## src/design/dcf_regs.svh

```systemverilog
// Constants for the dual-clock FIFO channel with programmable flags
`ifndef DCF_REGS_SVH
`define DCF_REGS_SVH

// Data path width of one channel
`define DCF_DATA_W 9
// Width of one offset register
`define DCF_OFS_W 8
// Default storage depth in words
`define DCF_DEPTH_DEF 256
// Offset register reset values: low byte and high byte
`define DCF_OFS_DEF_LOW 8'h07
`define DCF_OFS_DEF_HIGH 8'h00
// Output register reset value
`define DCF_DOUT_RST 9'h000
// Offset register selector width and first selector
`define DCF_SEL_W 2
`define DCF_SEL_FIRST 2'h0
// Number of offset registers in the bank
`define DCF_OFS_COUNT 4
// Pointer reset value, first storage location
`define DCF_PTR_RST 0

`endif

```

## src/design/dcf_pkg.sv

```systemverilog
// Types and pointer code helpers for the dual-clock FIFO channel
package dcf_pkg;

    // Use of the dual-purpose write enable pin, caught on the first edge after reset release
    typedef enum logic [0:0] {
        DCF_MODE_PROG = 1'b0,
        DCF_MODE_DUAL = 1'b1
    } dcf_mode_t;

    // Offset register order in the rotating sequence
    typedef enum logic [1:0] {
        DCF_SEL_EMPTY_LOW = 2'b00,
        DCF_SEL_EMPTY_HIGH = 2'b01,
        DCF_SEL_FULL_LOW = 2'b10,
        DCF_SEL_FULL_HIGH = 2'b11
    } dcf_sel_t;

    // Binary to Gray code
    function automatic logic [12:0] dcf_bin2gray(input logic [12:0] b);
        return b ^ (b >> 1);
    endfunction

    // Gray to binary code
    function automatic logic [12:0] dcf_gray2bin(input logic [12:0] g);
        logic [12:0] b;
        b = g;
        for (int i = 11; i >= 0; i--) begin
            b[i] = b[i + 1] ^ g[i];
        end
        return b;
    endfunction

endpackage

```

## src/design/dcf_ofs_if.sv

```systemverilog
// Carrier between the FIFO core and its offset register bank
`timescale 1ns/1ps
`default_nettype none
interface dcf_ofs_if;
    logic wr_stb;          // Load the next offset register
    logic [7:0] wr_data;   // Byte to load
    logic rd_stb;          // Advance the read selector
    logic [7:0] rd_data;   // Register under the read selector
    logic [15:0] empty_ofs; // Empty offset, high and low bytes
    logic [15:0] full_ofs;  // Full offset, high and low bytes

    // FIFO core side
    modport core (output wr_stb, output wr_data, output rd_stb,
                  input rd_data, input empty_ofs, input full_ofs);
    // Register bank side
    modport bank (input wr_stb, input wr_data, input rd_stb,
                  output rd_data, output empty_ofs, output full_ofs);
endinterface
`default_nettype wire

```

## src/design/dcf_sync.sv

```systemverilog
// Gray-coded pointer carrier with a two-stage synchroniser
`timescale 1ns/1ps
`default_nettype none
module dcf_sync
    import dcf_pkg::*;
#(
    parameter int PW = 9
) (
    input wire logic clk_sys,
    input wire logic rst,
    input wire logic [PW-1:0] ptr_bin,
    output logic [PW-1:0] ptr_sync
);
    logic [12:0] wide_in;   // Pointer widened for the helpers
    logic [12:0] wide_out;  // Decoded pointer, widened
    logic [12:0] gray_wide; // Gray code of the widened pointer
    logic [PW-1:0] gray_src; // Gray code launched from the source
    logic [PW-1:0] stage1;  // First synchroniser flop
    logic [PW-1:0] stage2;  // Second synchroniser flop

    assign wide_in = 13'(ptr_bin);
    assign gray_wide = dcf_bin2gray(wide_in);
    assign wide_out = dcf_gray2bin(13'(stage2));
    assign ptr_sync = wide_out[PW-1:0];

    ////////////////////////////////////////////////////////////////////
    // Launch Gray code, then two flops; only stage2 is decoded
    always_ff @(posedge clk_sys or posedge rst) begin
        if (rst) begin
            gray_src <= '0;
            stage1 <= '0;
            stage2 <= '0;
        end else begin
            // Upper bits are zero, the pointer is zero-extended
            gray_src <= gray_wide[PW-1:0];
            stage1 <= gray_src;
            stage2 <= stage1;
        end
    end
endmodule
`default_nettype wire

```

## src/design/dcf_offsets.sv

```systemverilog
// Bank of four offset registers with rotating load and read order
`timescale 1ns/1ps
`default_nettype none
module dcf_offsets
    import dcf_pkg::*;
(
    input wire logic clk_sys,
    input wire logic rst,
    dcf_ofs_if.bank ofs
);
    `include "dcf_regs.svh"

    logic [`DCF_OFS_W-1:0] bank [`DCF_OFS_COUNT]; // Offset registers
    dcf_sel_t wr_sel; // Next register to load
    dcf_sel_t rd_sel; // Next register to show

    // Register under the read selector
    assign ofs.rd_data = bank[rd_sel];
    assign ofs.empty_ofs = {bank[DCF_SEL_EMPTY_HIGH], bank[DCF_SEL_EMPTY_LOW]};
    assign ofs.full_ofs = {bank[DCF_SEL_FULL_HIGH], bank[DCF_SEL_FULL_LOW]};

    ////////////////////////////////////////////////////////////////////
    // One process per register; low bytes default to seven
    for (genvar g = 0; g < `DCF_OFS_COUNT; g++) begin : g_reg
        always_ff @(posedge clk_sys or posedge rst) begin
            if (rst) begin
                bank[g] <= (g[0] == 1'b0) ? `DCF_OFS_DEF_LOW
                                          : `DCF_OFS_DEF_HIGH;
            end else if (ofs.wr_stb && wr_sel == dcf_sel_t'(g)) begin
                bank[g] <= ofs.wr_data;
            end
        end
    end

    ////////////////////////////////////////////////////////////////////
    // Selectors wrap after the fourth register and keep their place
    always_ff @(posedge clk_sys or posedge rst) begin
        if (rst) begin
            wr_sel <= dcf_sel_t'(`DCF_SEL_FIRST);
            rd_sel <= dcf_sel_t'(`DCF_SEL_FIRST);
        end else begin
            if (ofs.wr_stb) begin
                wr_sel <= dcf_sel_t'(wr_sel + 2'h1);
            end
            if (ofs.rd_stb) begin
                rd_sel <= dcf_sel_t'(rd_sel + 2'h1);
            end
        end
    end
endmodule
`default_nettype wire

```

## src/design/dcf_fifo.sv

```systemverilog
// One FIFO channel: storage, pointers, flags and offset access
`timescale 1ns/1ps
`default_nettype none
`include "dcf_regs.svh"
module dcf_fifo
    import dcf_pkg::*;
#(
    parameter int DEPTH = `DCF_DEPTH_DEF
) (
    input wire logic clk_sys,
    input wire logic rst,
    input wire logic wr_clk,
    input wire logic rd_clk,
    input wire logic [8:0] din,
    input wire logic wr_en1_n,
    input wire logic wr_en2_load,
    input wire logic rd_en1_n,
    input wire logic rd_en2_n,
    input wire logic out_en_n,
    output logic [8:0] dout,
    output logic dout_oe,
    output logic full_n,
    output logic empty_n,
    output logic almost_full_n,
    output logic almost_empty_n
);
    ////////////////////////////////////////////////////////////////////
    // Sizes
    // The pointer wrap bit tells a full array from an empty one

    localparam int AW = $clog2(DEPTH); // Address bits
    localparam int PW = AW + 1;        // Pointer bits with wrap bit
    localparam logic [PW-1:0] DEPTH_P = PW'(DEPTH); // Full count
    localparam logic [PW-1:0] ONE_P = PW'(1);       // Pointer step
    localparam logic [PW-1:0] ZERO_P = PW'(`DCF_PTR_RST); // Start

    ////////////////////////////////////////////////////////////////////
    // Declarations

    logic [`DCF_DATA_W-1:0] mem [DEPTH]; // Storage array
    logic wr_clk_q;            // Previous write clock level
    logic rd_clk_q;            // Previous read clock level
    logic mode_valid;          // Strap has been caught
    dcf_mode_t mode;           // Caught write mode
    logic [PW-1:0] wptr;       // Write pointer
    logic [PW-1:0] rptr;       // Read pointer
    logic [PW-1:0] wptr_s;     // Write pointer seen by read side
    logic [PW-1:0] rptr_s;     // Read pointer seen by write side
    logic [`DCF_DATA_W-1:0] out_reg; // Output register

    dcf_ofs_if ofs (); // Offset bank carrier

    // Occupancy from a leading and a trailing pointer; the wrap
    // bit makes the difference exact up to DEPTH
    function automatic logic [PW-1:0] fill_of(input logic [PW-1:0] lead,
            input logic [PW-1:0] trail);
        return lead - trail;
    endfunction

    // Pointer after a cycle: one step on an accepted transfer
    function automatic logic [PW-1:0] step_of(input logic [PW-1:0] p,
            input logic go);
        return go ? p + ONE_P : p;
    endfunction

    ////////////////////////////////////////////////////////////////////
    // Clock pin edges, taken as enable pulses

    wire wr_tick = wr_clk & ~wr_clk_q; // Write clock rising edge
    wire rd_tick = rd_clk & ~rd_clk_q; // Read clock rising edge

    // Previous levels start high: a pin already high at release
    // shows no edge, and the idle low level shows none either
    always_ff @(posedge clk_sys or posedge rst) begin
        if (rst) begin
            // High, so no false edge
            wr_clk_q <= 1'b1;
            rd_clk_q <= 1'b1;
        end else begin
            // Follow the pin levels
            wr_clk_q <= wr_clk;
            rd_clk_q <= rd_clk;
        end
    end

    ////////////////////////////////////////////////////////////////////
    // Strap capture on the first edge after reset release

    // An async reset cannot catch a pin, so the strap must still
    // stand at the first edge; no transfer is taken at that edge
    always_ff @(posedge clk_sys or posedge rst) begin
        if (rst) begin
            // No mode yet, transfers blocked
            mode_valid <= 1'b0;
            mode <= DCF_MODE_DUAL;
        end else if (!mode_valid) begin
            // First edge after release
            mode_valid <= 1'b1;
            mode <= wr_en2_load ? DCF_MODE_DUAL : DCF_MODE_PROG;
        end
    end

    wire prog_mode = mode_valid & (mode == DCF_MODE_PROG); // Flag mode

    ////////////////////////////////////////////////////////////////////
    // Write side decode

    // same enable pair
    // Both modes store on enable one low and pin two high
    wire write_req = wr_tick & mode_valid & ~wr_en1_n & wr_en2_load;
    // ignore when full
    // Registered full flag, so a freed slot waits for a tick
    wire write_go = write_req & full_n;
    // offset load strobe
    // Flag mode only; in dual mode a low pin two just blocks
    wire load_go = wr_tick & prog_mode & ~wr_en1_n & ~wr_en2_load;

    // Write pointer after this cycle
    wire [PW-1:0] next_wptr = step_of(wptr, write_go);
    // Words seen at write, the word stored now included
    wire [PW-1:0] wr_count = fill_of(next_wptr, rptr_s);
    // offset m, default seven
    // Offset cut to address width so the level never wraps
    wire [PW-1:0] full_m = PW'(ofs.full_ofs[AW-1:0]);
    // Almost-full level, DEPTH minus m
    wire [PW-1:0] af_level = DEPTH_P - full_m;
    wire next_full_n = (wr_count != DEPTH_P);
    // Low from the almost-full level up to full
    wire next_almost_full_n = (wr_count < af_level);

    ////////////////////////////////////////////////////////////////////
    // Read side decode

    // Both read enables low at a read tick
    wire rd_both = rd_tick & ~rd_en1_n & ~rd_en2_n;
    // offset read strobe
    // Not blocked by empty and leaves the read pointer alone
    wire ofs_rd_go = rd_both & prog_mode & ~wr_en2_load;
    wire read_go = rd_both & empty_n & ~ofs_rd_go;

    // Read pointer after this cycle
    wire [PW-1:0] next_rptr = step_of(rptr, read_go);
    // Words seen at read, the word taken now excluded
    wire [PW-1:0] rd_count = fill_of(wptr_s, next_rptr);
    // offset n, default seven
    // Cut to address width like the full offset
    wire [PW-1:0] empty_n_ofs = PW'(ofs.empty_ofs[AW-1:0]);
    // Empty when no word is left
    wire next_empty_n = (rd_count != ZERO_P);
    // Low while at most n words are held
    wire next_almost_empty_n = (rd_count > empty_n_ofs);

    ////////////////////////////////////////////////////////////////////
    // Offset bank hookup
    // Only the low byte of din reaches an offset register

    assign ofs.wr_stb = load_go;
    assign ofs.wr_data = din[`DCF_OFS_W-1:0];
    assign ofs.rd_stb = ofs_rd_go;

    dcf_offsets u_offsets (
        .clk_sys(clk_sys),
        .rst(rst),
        .ofs(ofs)
    );

    ////////////////////////////////////////////////////////////////////
    // Pointer crossings

    // Write pointer into the read side
    // Gray two-flop crossing
    dcf_sync #(.PW(PW)) u_wsync (
        .clk_sys(clk_sys),
        .rst(rst),
        .ptr_bin(wptr),
        .ptr_sync(wptr_s)
    );

    // Read pointer into the write side
    dcf_sync #(.PW(PW)) u_rsync (
        .clk_sys(clk_sys),
        .rst(rst),
        .ptr_bin(rptr),
        .ptr_sync(rptr_s)
    );

    ////////////////////////////////////////////////////////////////////
    // Storage write, no reset on the array
    // The full check is already folded into write_go

    always_ff @(posedge clk_sys) begin
        if (write_go) begin
            mem[wptr[AW-1:0]] <= din;
        end
    end

    ////////////////////////////////////////////////////////////////////
    // Pointers

    always_ff @(posedge clk_sys or posedge rst) begin
        if (rst) begin
            wptr <= ZERO_P;
            rptr <= ZERO_P;
        end else begin
            // Step on accepted transfers only
            wptr <= next_wptr;
            rptr <= next_rptr;
        end
    end

    ////////////////////////////////////////////////////////////////////
    // Write-side flags, moved only on write clock edges
    // They count the word stored at the same tick; a freed slot
    // shows at the first write tick after the crossing

    always_ff @(posedge clk_sys or posedge rst) begin
        if (rst) begin
            full_n <= 1'b1;
            almost_full_n <= 1'b1;
        end else if (wr_tick) begin
            full_n <= next_full_n;
            almost_full_n <= next_almost_full_n;
        end
    end

    ////////////////////////////////////////////////////////////////////
    // Read-side flags, moved only on read clock edges
    // The write pointer is seen three cycles late

    always_ff @(posedge clk_sys or posedge rst) begin
        if (rst) begin
            empty_n <= 1'b0;
            almost_empty_n <= 1'b0;
        end else if (rd_tick) begin
            empty_n <= next_empty_n;
            almost_empty_n <= next_almost_empty_n;
        end
    end

    ////////////////////////////////////////////////////////////////////
    // Output register: data word, offset byte, or hold
    // Reads and offset reads never fall in one cycle, and with
    // neither the register keeps its last value

    always_ff @(posedge clk_sys or posedge rst) begin
        if (rst) begin
            out_reg <= `DCF_DOUT_RST;
        end else if (read_go) begin
            out_reg <= mem[rptr[AW-1:0]];
        end else if (ofs_rd_go) begin
            out_reg <= {1'b0, ofs.rd_data};
        end
    end

    ////////////////////////////////////////////////////////////////////
    // Output drive
    // No high-impedance value inside; the pad uses dout_oe

    assign dout_oe = ~out_en_n;
    assign dout = out_reg;

endmodule
`default_nettype wire

```

## config.mk

```make
export PLATFORM = sky130hd
export DESIGN_NAME = dcf_fifo
export DESIGN_NICKNAME = d
export VERILOG_FILES = /design/src/design/dcf_pkg.sv /design/src/design/dcf_ofs_if.sv /design/src/design/dcf_sync.sv /design/src/design/dcf_offsets.sv /design/src/design/dcf_fifo.sv
export VERILOG_INCLUDE_DIRS = /design/src /design/src/design
export SDC_FILE = /design/constraint.sdc
export NUM_CORES = 2
export LEC_CHECK = 0
export BUFFER_PORTS_ARGS = -buffer_cell sky130_fd_sc_hd__buf_2
export CORE_MARGIN = 2
export CORE_UTILIZATION = 50
export DETAILED_ROUTE_END_ITERATION = 8
export HOLD_SLACK_MARGIN = 0.1
export PLACE_DENSITY = 0.74
export SKIP_CTS_REPAIR_TIMING = 1
export SLEW_MARGIN = 20
export SYNTH_ARGS = -nofsm -noshare
export SYNTH_HDL_FRONTEND = slang
export SYNTH_HIERARCHICAL = 1
export SYNTH_SLANG_ARGS = --single-unit
```

## constraint.sdc

```tcl
create_clock -name clk_sys -period 7.4 [get_ports clk_sys]
set_input_delay 1.48 -clock clk_sys [delete_from_list [all_inputs] [get_ports clk_sys]]
set_output_delay 1.48 -clock clk_sys [all_outputs]
set_load 0.01 [all_outputs]
```

==> run_results.csv <==
group,metric,value,unit
sta,fmax,0.201,GHz
sta,fin_ws,2.42,ns
worst_setup_path,critPathLaunchType,"flop",
sta,post-route-min-period,4.98,ns
sta,setup_tns,0,ns
placement,dp_hpwl,149,mm
logic_synthesis,synth-edff-count,2304,
clock_tree,clk_pin_slew_worst_paths,0.07,ns
sta,drv_slew,0,
floorplan,core_area,190000,um2
worst_setup_path,r2r_slack,2.42,ns
worst_setup_path,cpPeakStageDelay,1.11,ns
sta,maxSlewHeadroom,0.124,
worst_setup_path,slowest_stage,"a2111oi_0",
clock_tree,htreeDepth,4,
worst_setup_path,crit_buf_inv,1,
sta,rsz0062_at_grt,"no",
clock_tree,clk_latency,0.85,ns
worst_setup_path,cp_cell_sequence,"buf_4 -> or2_2 -> o221ai_1 -> a41oi_1 -> o21ai_0 -> a2111oi_0 -> a311o_1 -> a21oi_1",
worst_setup_path,worst_setup_path_end_kind,"flop",
clock_tree,cts_made_buffers,226,
global_route,grt_pass1_vias,49116,
logic_synthesis,ys_types,83,
worst_setup_path,arrival,5.68,ns
worst_setup_path,reg2reg_from,"rptr[2]",
clock_tree,ctsRootBufferMaster,"clkbuf_16",
floorplan,fp-row-count,160,
worst_setup_path,cp.required,8.10,ns
logic_synthesis,yosysMostFrequentCell,"edfxtp_1",
pwr,total_power,37.5,mW
worst_setup_path,r2r_end,"dout[6]",
logic_synthesis,syn_area,95900,um2
global_route,overflow,0,
logic_synthesis,ys_ff_latch,2429,
global_route,antenna_found_initial,16,
finish,area_delta_synth_final,10.8,%
logic_synthesis,ys.flop_type,"edfxtp_1",
run,maxCapViolCount,0,
detailed_routing,drtIter0Drc,7900,
finish,final_nets,4898,
floorplan,start_util,0.504,
logic_synthesis,synth_area_leaders,"edfxtp_1, mux4_2, dfrtp_1, mux2i_1, nor2_1",
clock_tree,cts_tree,"done",
logic_synthesis,syn_inst,4716,
sta,fin_crit_sh,0.672,
logic_synthesis,synth_commonest_cells,"edfxtp_1, mux4_2, nor2_1, mux2i_1, dfrtp_1",
detailed_routing,drtAntennaViolNets,0,
detailed_routing,drt-vias-per-instance,6.55,
detailed_routing,dr_total_vias,49464,
logic_synthesis,syn-num-nets,4778,
detailed_routing,post_drt_wl_per_cell,33.2,um
min_path,holdCritStartpoint,"u_rsync/stage1[5]",
logic_synthesis,ys_seq_area_frac,0.754,
worst_setup_path,rr_worst_depth,8,
status,outcome,"complete, no violations",
min_path,min-delay-path-class,"reg2reg",
placement,gp_routability_congestion,0.884,
logic_synthesis,synth_top_cell_area_share,0.722,
pwr,vdd_drop_max,0.285,mV
worst_setup_path,crit_type,"reg2reg",
sta,finalSetupViolations,0,
logic_synthesis,yosysWarnings,6,
clock_tree,cts_buffer_depth,3,
finish,drive_gt1_frac,0.216,
worst_setup_path,crit_path_max_fanout,30,
sta,tightest_slew,1.28,ns
global_route,grt_start_max_net_pins,142,
pwr,pwr_density_cell,353,nW/um2
floorplan,pin_count,32,
logic_synthesis,synth_area_leader_cell,"edfxtp_1",
global_route,globalRouteTotalUtil,0.254,
floorplan,die_area,195000,um2
floorplan,die_w,442,um
detailed_routing,drc,0,
placement,place_ws,1.69,ns
worst_setup_path,crit_family,"compound AO/OA/AOI/OAI gates",
logic_synthesis,synthArstFlopShare,0.0515,
global_route,grt_pass1_wl,358,mm
placement,portBuffers,31,
min_path,min_to,"u_rsync/stage2[5]",
detailed_routing,drt_first_pass_iters,6,
sta,hold_viol,0,
sta,holdWs,0.342,ns
clock_tree,clock_sink_count,2429,
min_path,hold_depth,0,
floorplan,die_h,442,um
sta,clock_skew,0.0501,ns
pwr,p_leak,33.9,nW
detailed_routing,wirelength,250,mm
logic_synthesis,avgSynthCellArea,20.3,um2
-- through the flow --
step                instances  instance area (um2)   util
detailed placement       7118                98700  0.519
finish                   7546               106000  0.558
global route             7542               106000  0.558
global placement         7116                98700  0.518
floorplan                4716                95900      -
CTS                      7541               106000  0.558
-- worst register-to-register path: stages, from the launching register on --
cell and delay (ns):
dfrtp_4 0.96, buf_4 0.56, or2_2 0.77, o221ai_1 0.47, a41oi_1 0.41, o21ai_0 0.25, a2111oi_0 1.11, a311o_1 0.23
a21oi_1 0.08
-- state kept, by name (all words and copies together) (netlist names), 2 cells and up --
name,count
mem,2304
u_offsets/ofs.empty_ofs,16
u_offsets/ofs.full_ofs,16
dout,9
rptr,9
u_rsync/gray_src,9
u_rsync/stage1,9
u_rsync/stage2,9
u_wsync/gray_src,9
u_wsync/stage1,9
u_wsync/stage2,9
wptr,9
u_offsets/rd_sel,2
u_offsets/wr_sel,2
-- report_power, final --
group	internal (mW)	total (mW)	switching [mW]	leakage (nW)
Clock	6.62	11.7	5.05	3.60
Combinational	4.25	10.2	5.95	8.02
Sequential	15.2	15.6	0.394	22.3
-- per-layer routing --
layer	track usage	share of wire	up-vias	routed length (um)
li1	-	-	19654	-
met1	0.348	0.37	25649	91600
met2	0.385	0.46	3561	115000
met3	0.0763	0.13	586	32000
met4	0.103	0.046	14	11500
met5	0	0.00038	-	95
-- worst max path at each step --
stage | slack [ns] | startpoint | depth (start not counted) | endpoint
5_1_grt | 2.22 | wr_clk | 18 | almost_full_n
3_3_place_gp | 1.78 | wr_clk | 17 | almost_full_n
4_1_cts | 2.58 | wr_clk | 17 | almost_full_n
6_report | 2.42 | rptr[2] | 8 | dout[6]
3_5_place_dp | 1.69 | wr_clk | 17 | almost_full_n
2_1_floorplan | 2.80 | rd_en1_n | 16 | almost_empty_n
-- final cells by class --
class | instances | area [um2]
Clock inverter | 145 | 1400
Tap cell | 2511 | 3140
Fill cell | 13589 | 84200
Inverter | 56 | 216
Clock buffer | 278 | 6030
Multi-Input combinational cell | 1967 | 21700
Antenna cell | 4 | 10.0
Timing Repair Buffer | 156 | 1390
Sequential cell | 2429 | 72300
-- cells by family after synthesis --
family,share of synthesized area
adders and majority gates,0.00590
xor gates and xnor gates,0.00779
and+or+nand+nor,0.0271
AOI/OAI and AO/OA,0.0339
DFF,0.754
other,0.0000391
muxes,0.150
buffers and inverters,0.0214
-- cells in the final DEF, fill, tap and decap left out, types with 11 or more instances in the layout --
master      synthesis  routed
xor2_1             38      38
a22oi_1            67      67
ha_1               42      42
nand2_1            87      87
clkinvlp_4          0      15
buf_4              14     107
xnor2_1            33      33
o221ai_1           26      26
inv_1              55      52
mux4_1             17      17
buf_2              50      22
o22ai_1            35      35
clkbuf_1          110      42
mux2i_1           243     243
nand4_1            15      15
a221oi_1           64      64
clkinv_1            0      55
nor3_1             29      27
clkbuf_16           0     234
mux2_2             49      49
a22o_1             12      12
a211oi_1           22      22
o21ai_0            56      56
o21a_1             14      14
and3_1             11      11
nor2_1            329     317
dfstp_2            11      11
nor2b_1            22      20
a21oi_1            90      90
mux4_2            485     485
nand3_2             0      12
edfxtp_1         2304    2304
nand3_1            48      36
clkinv_2            0      42
dfrtp_1           114     109
buf_12             11      17
bufinv_16           0      24
Note: power is estimated with default switching activity, not from simulation.
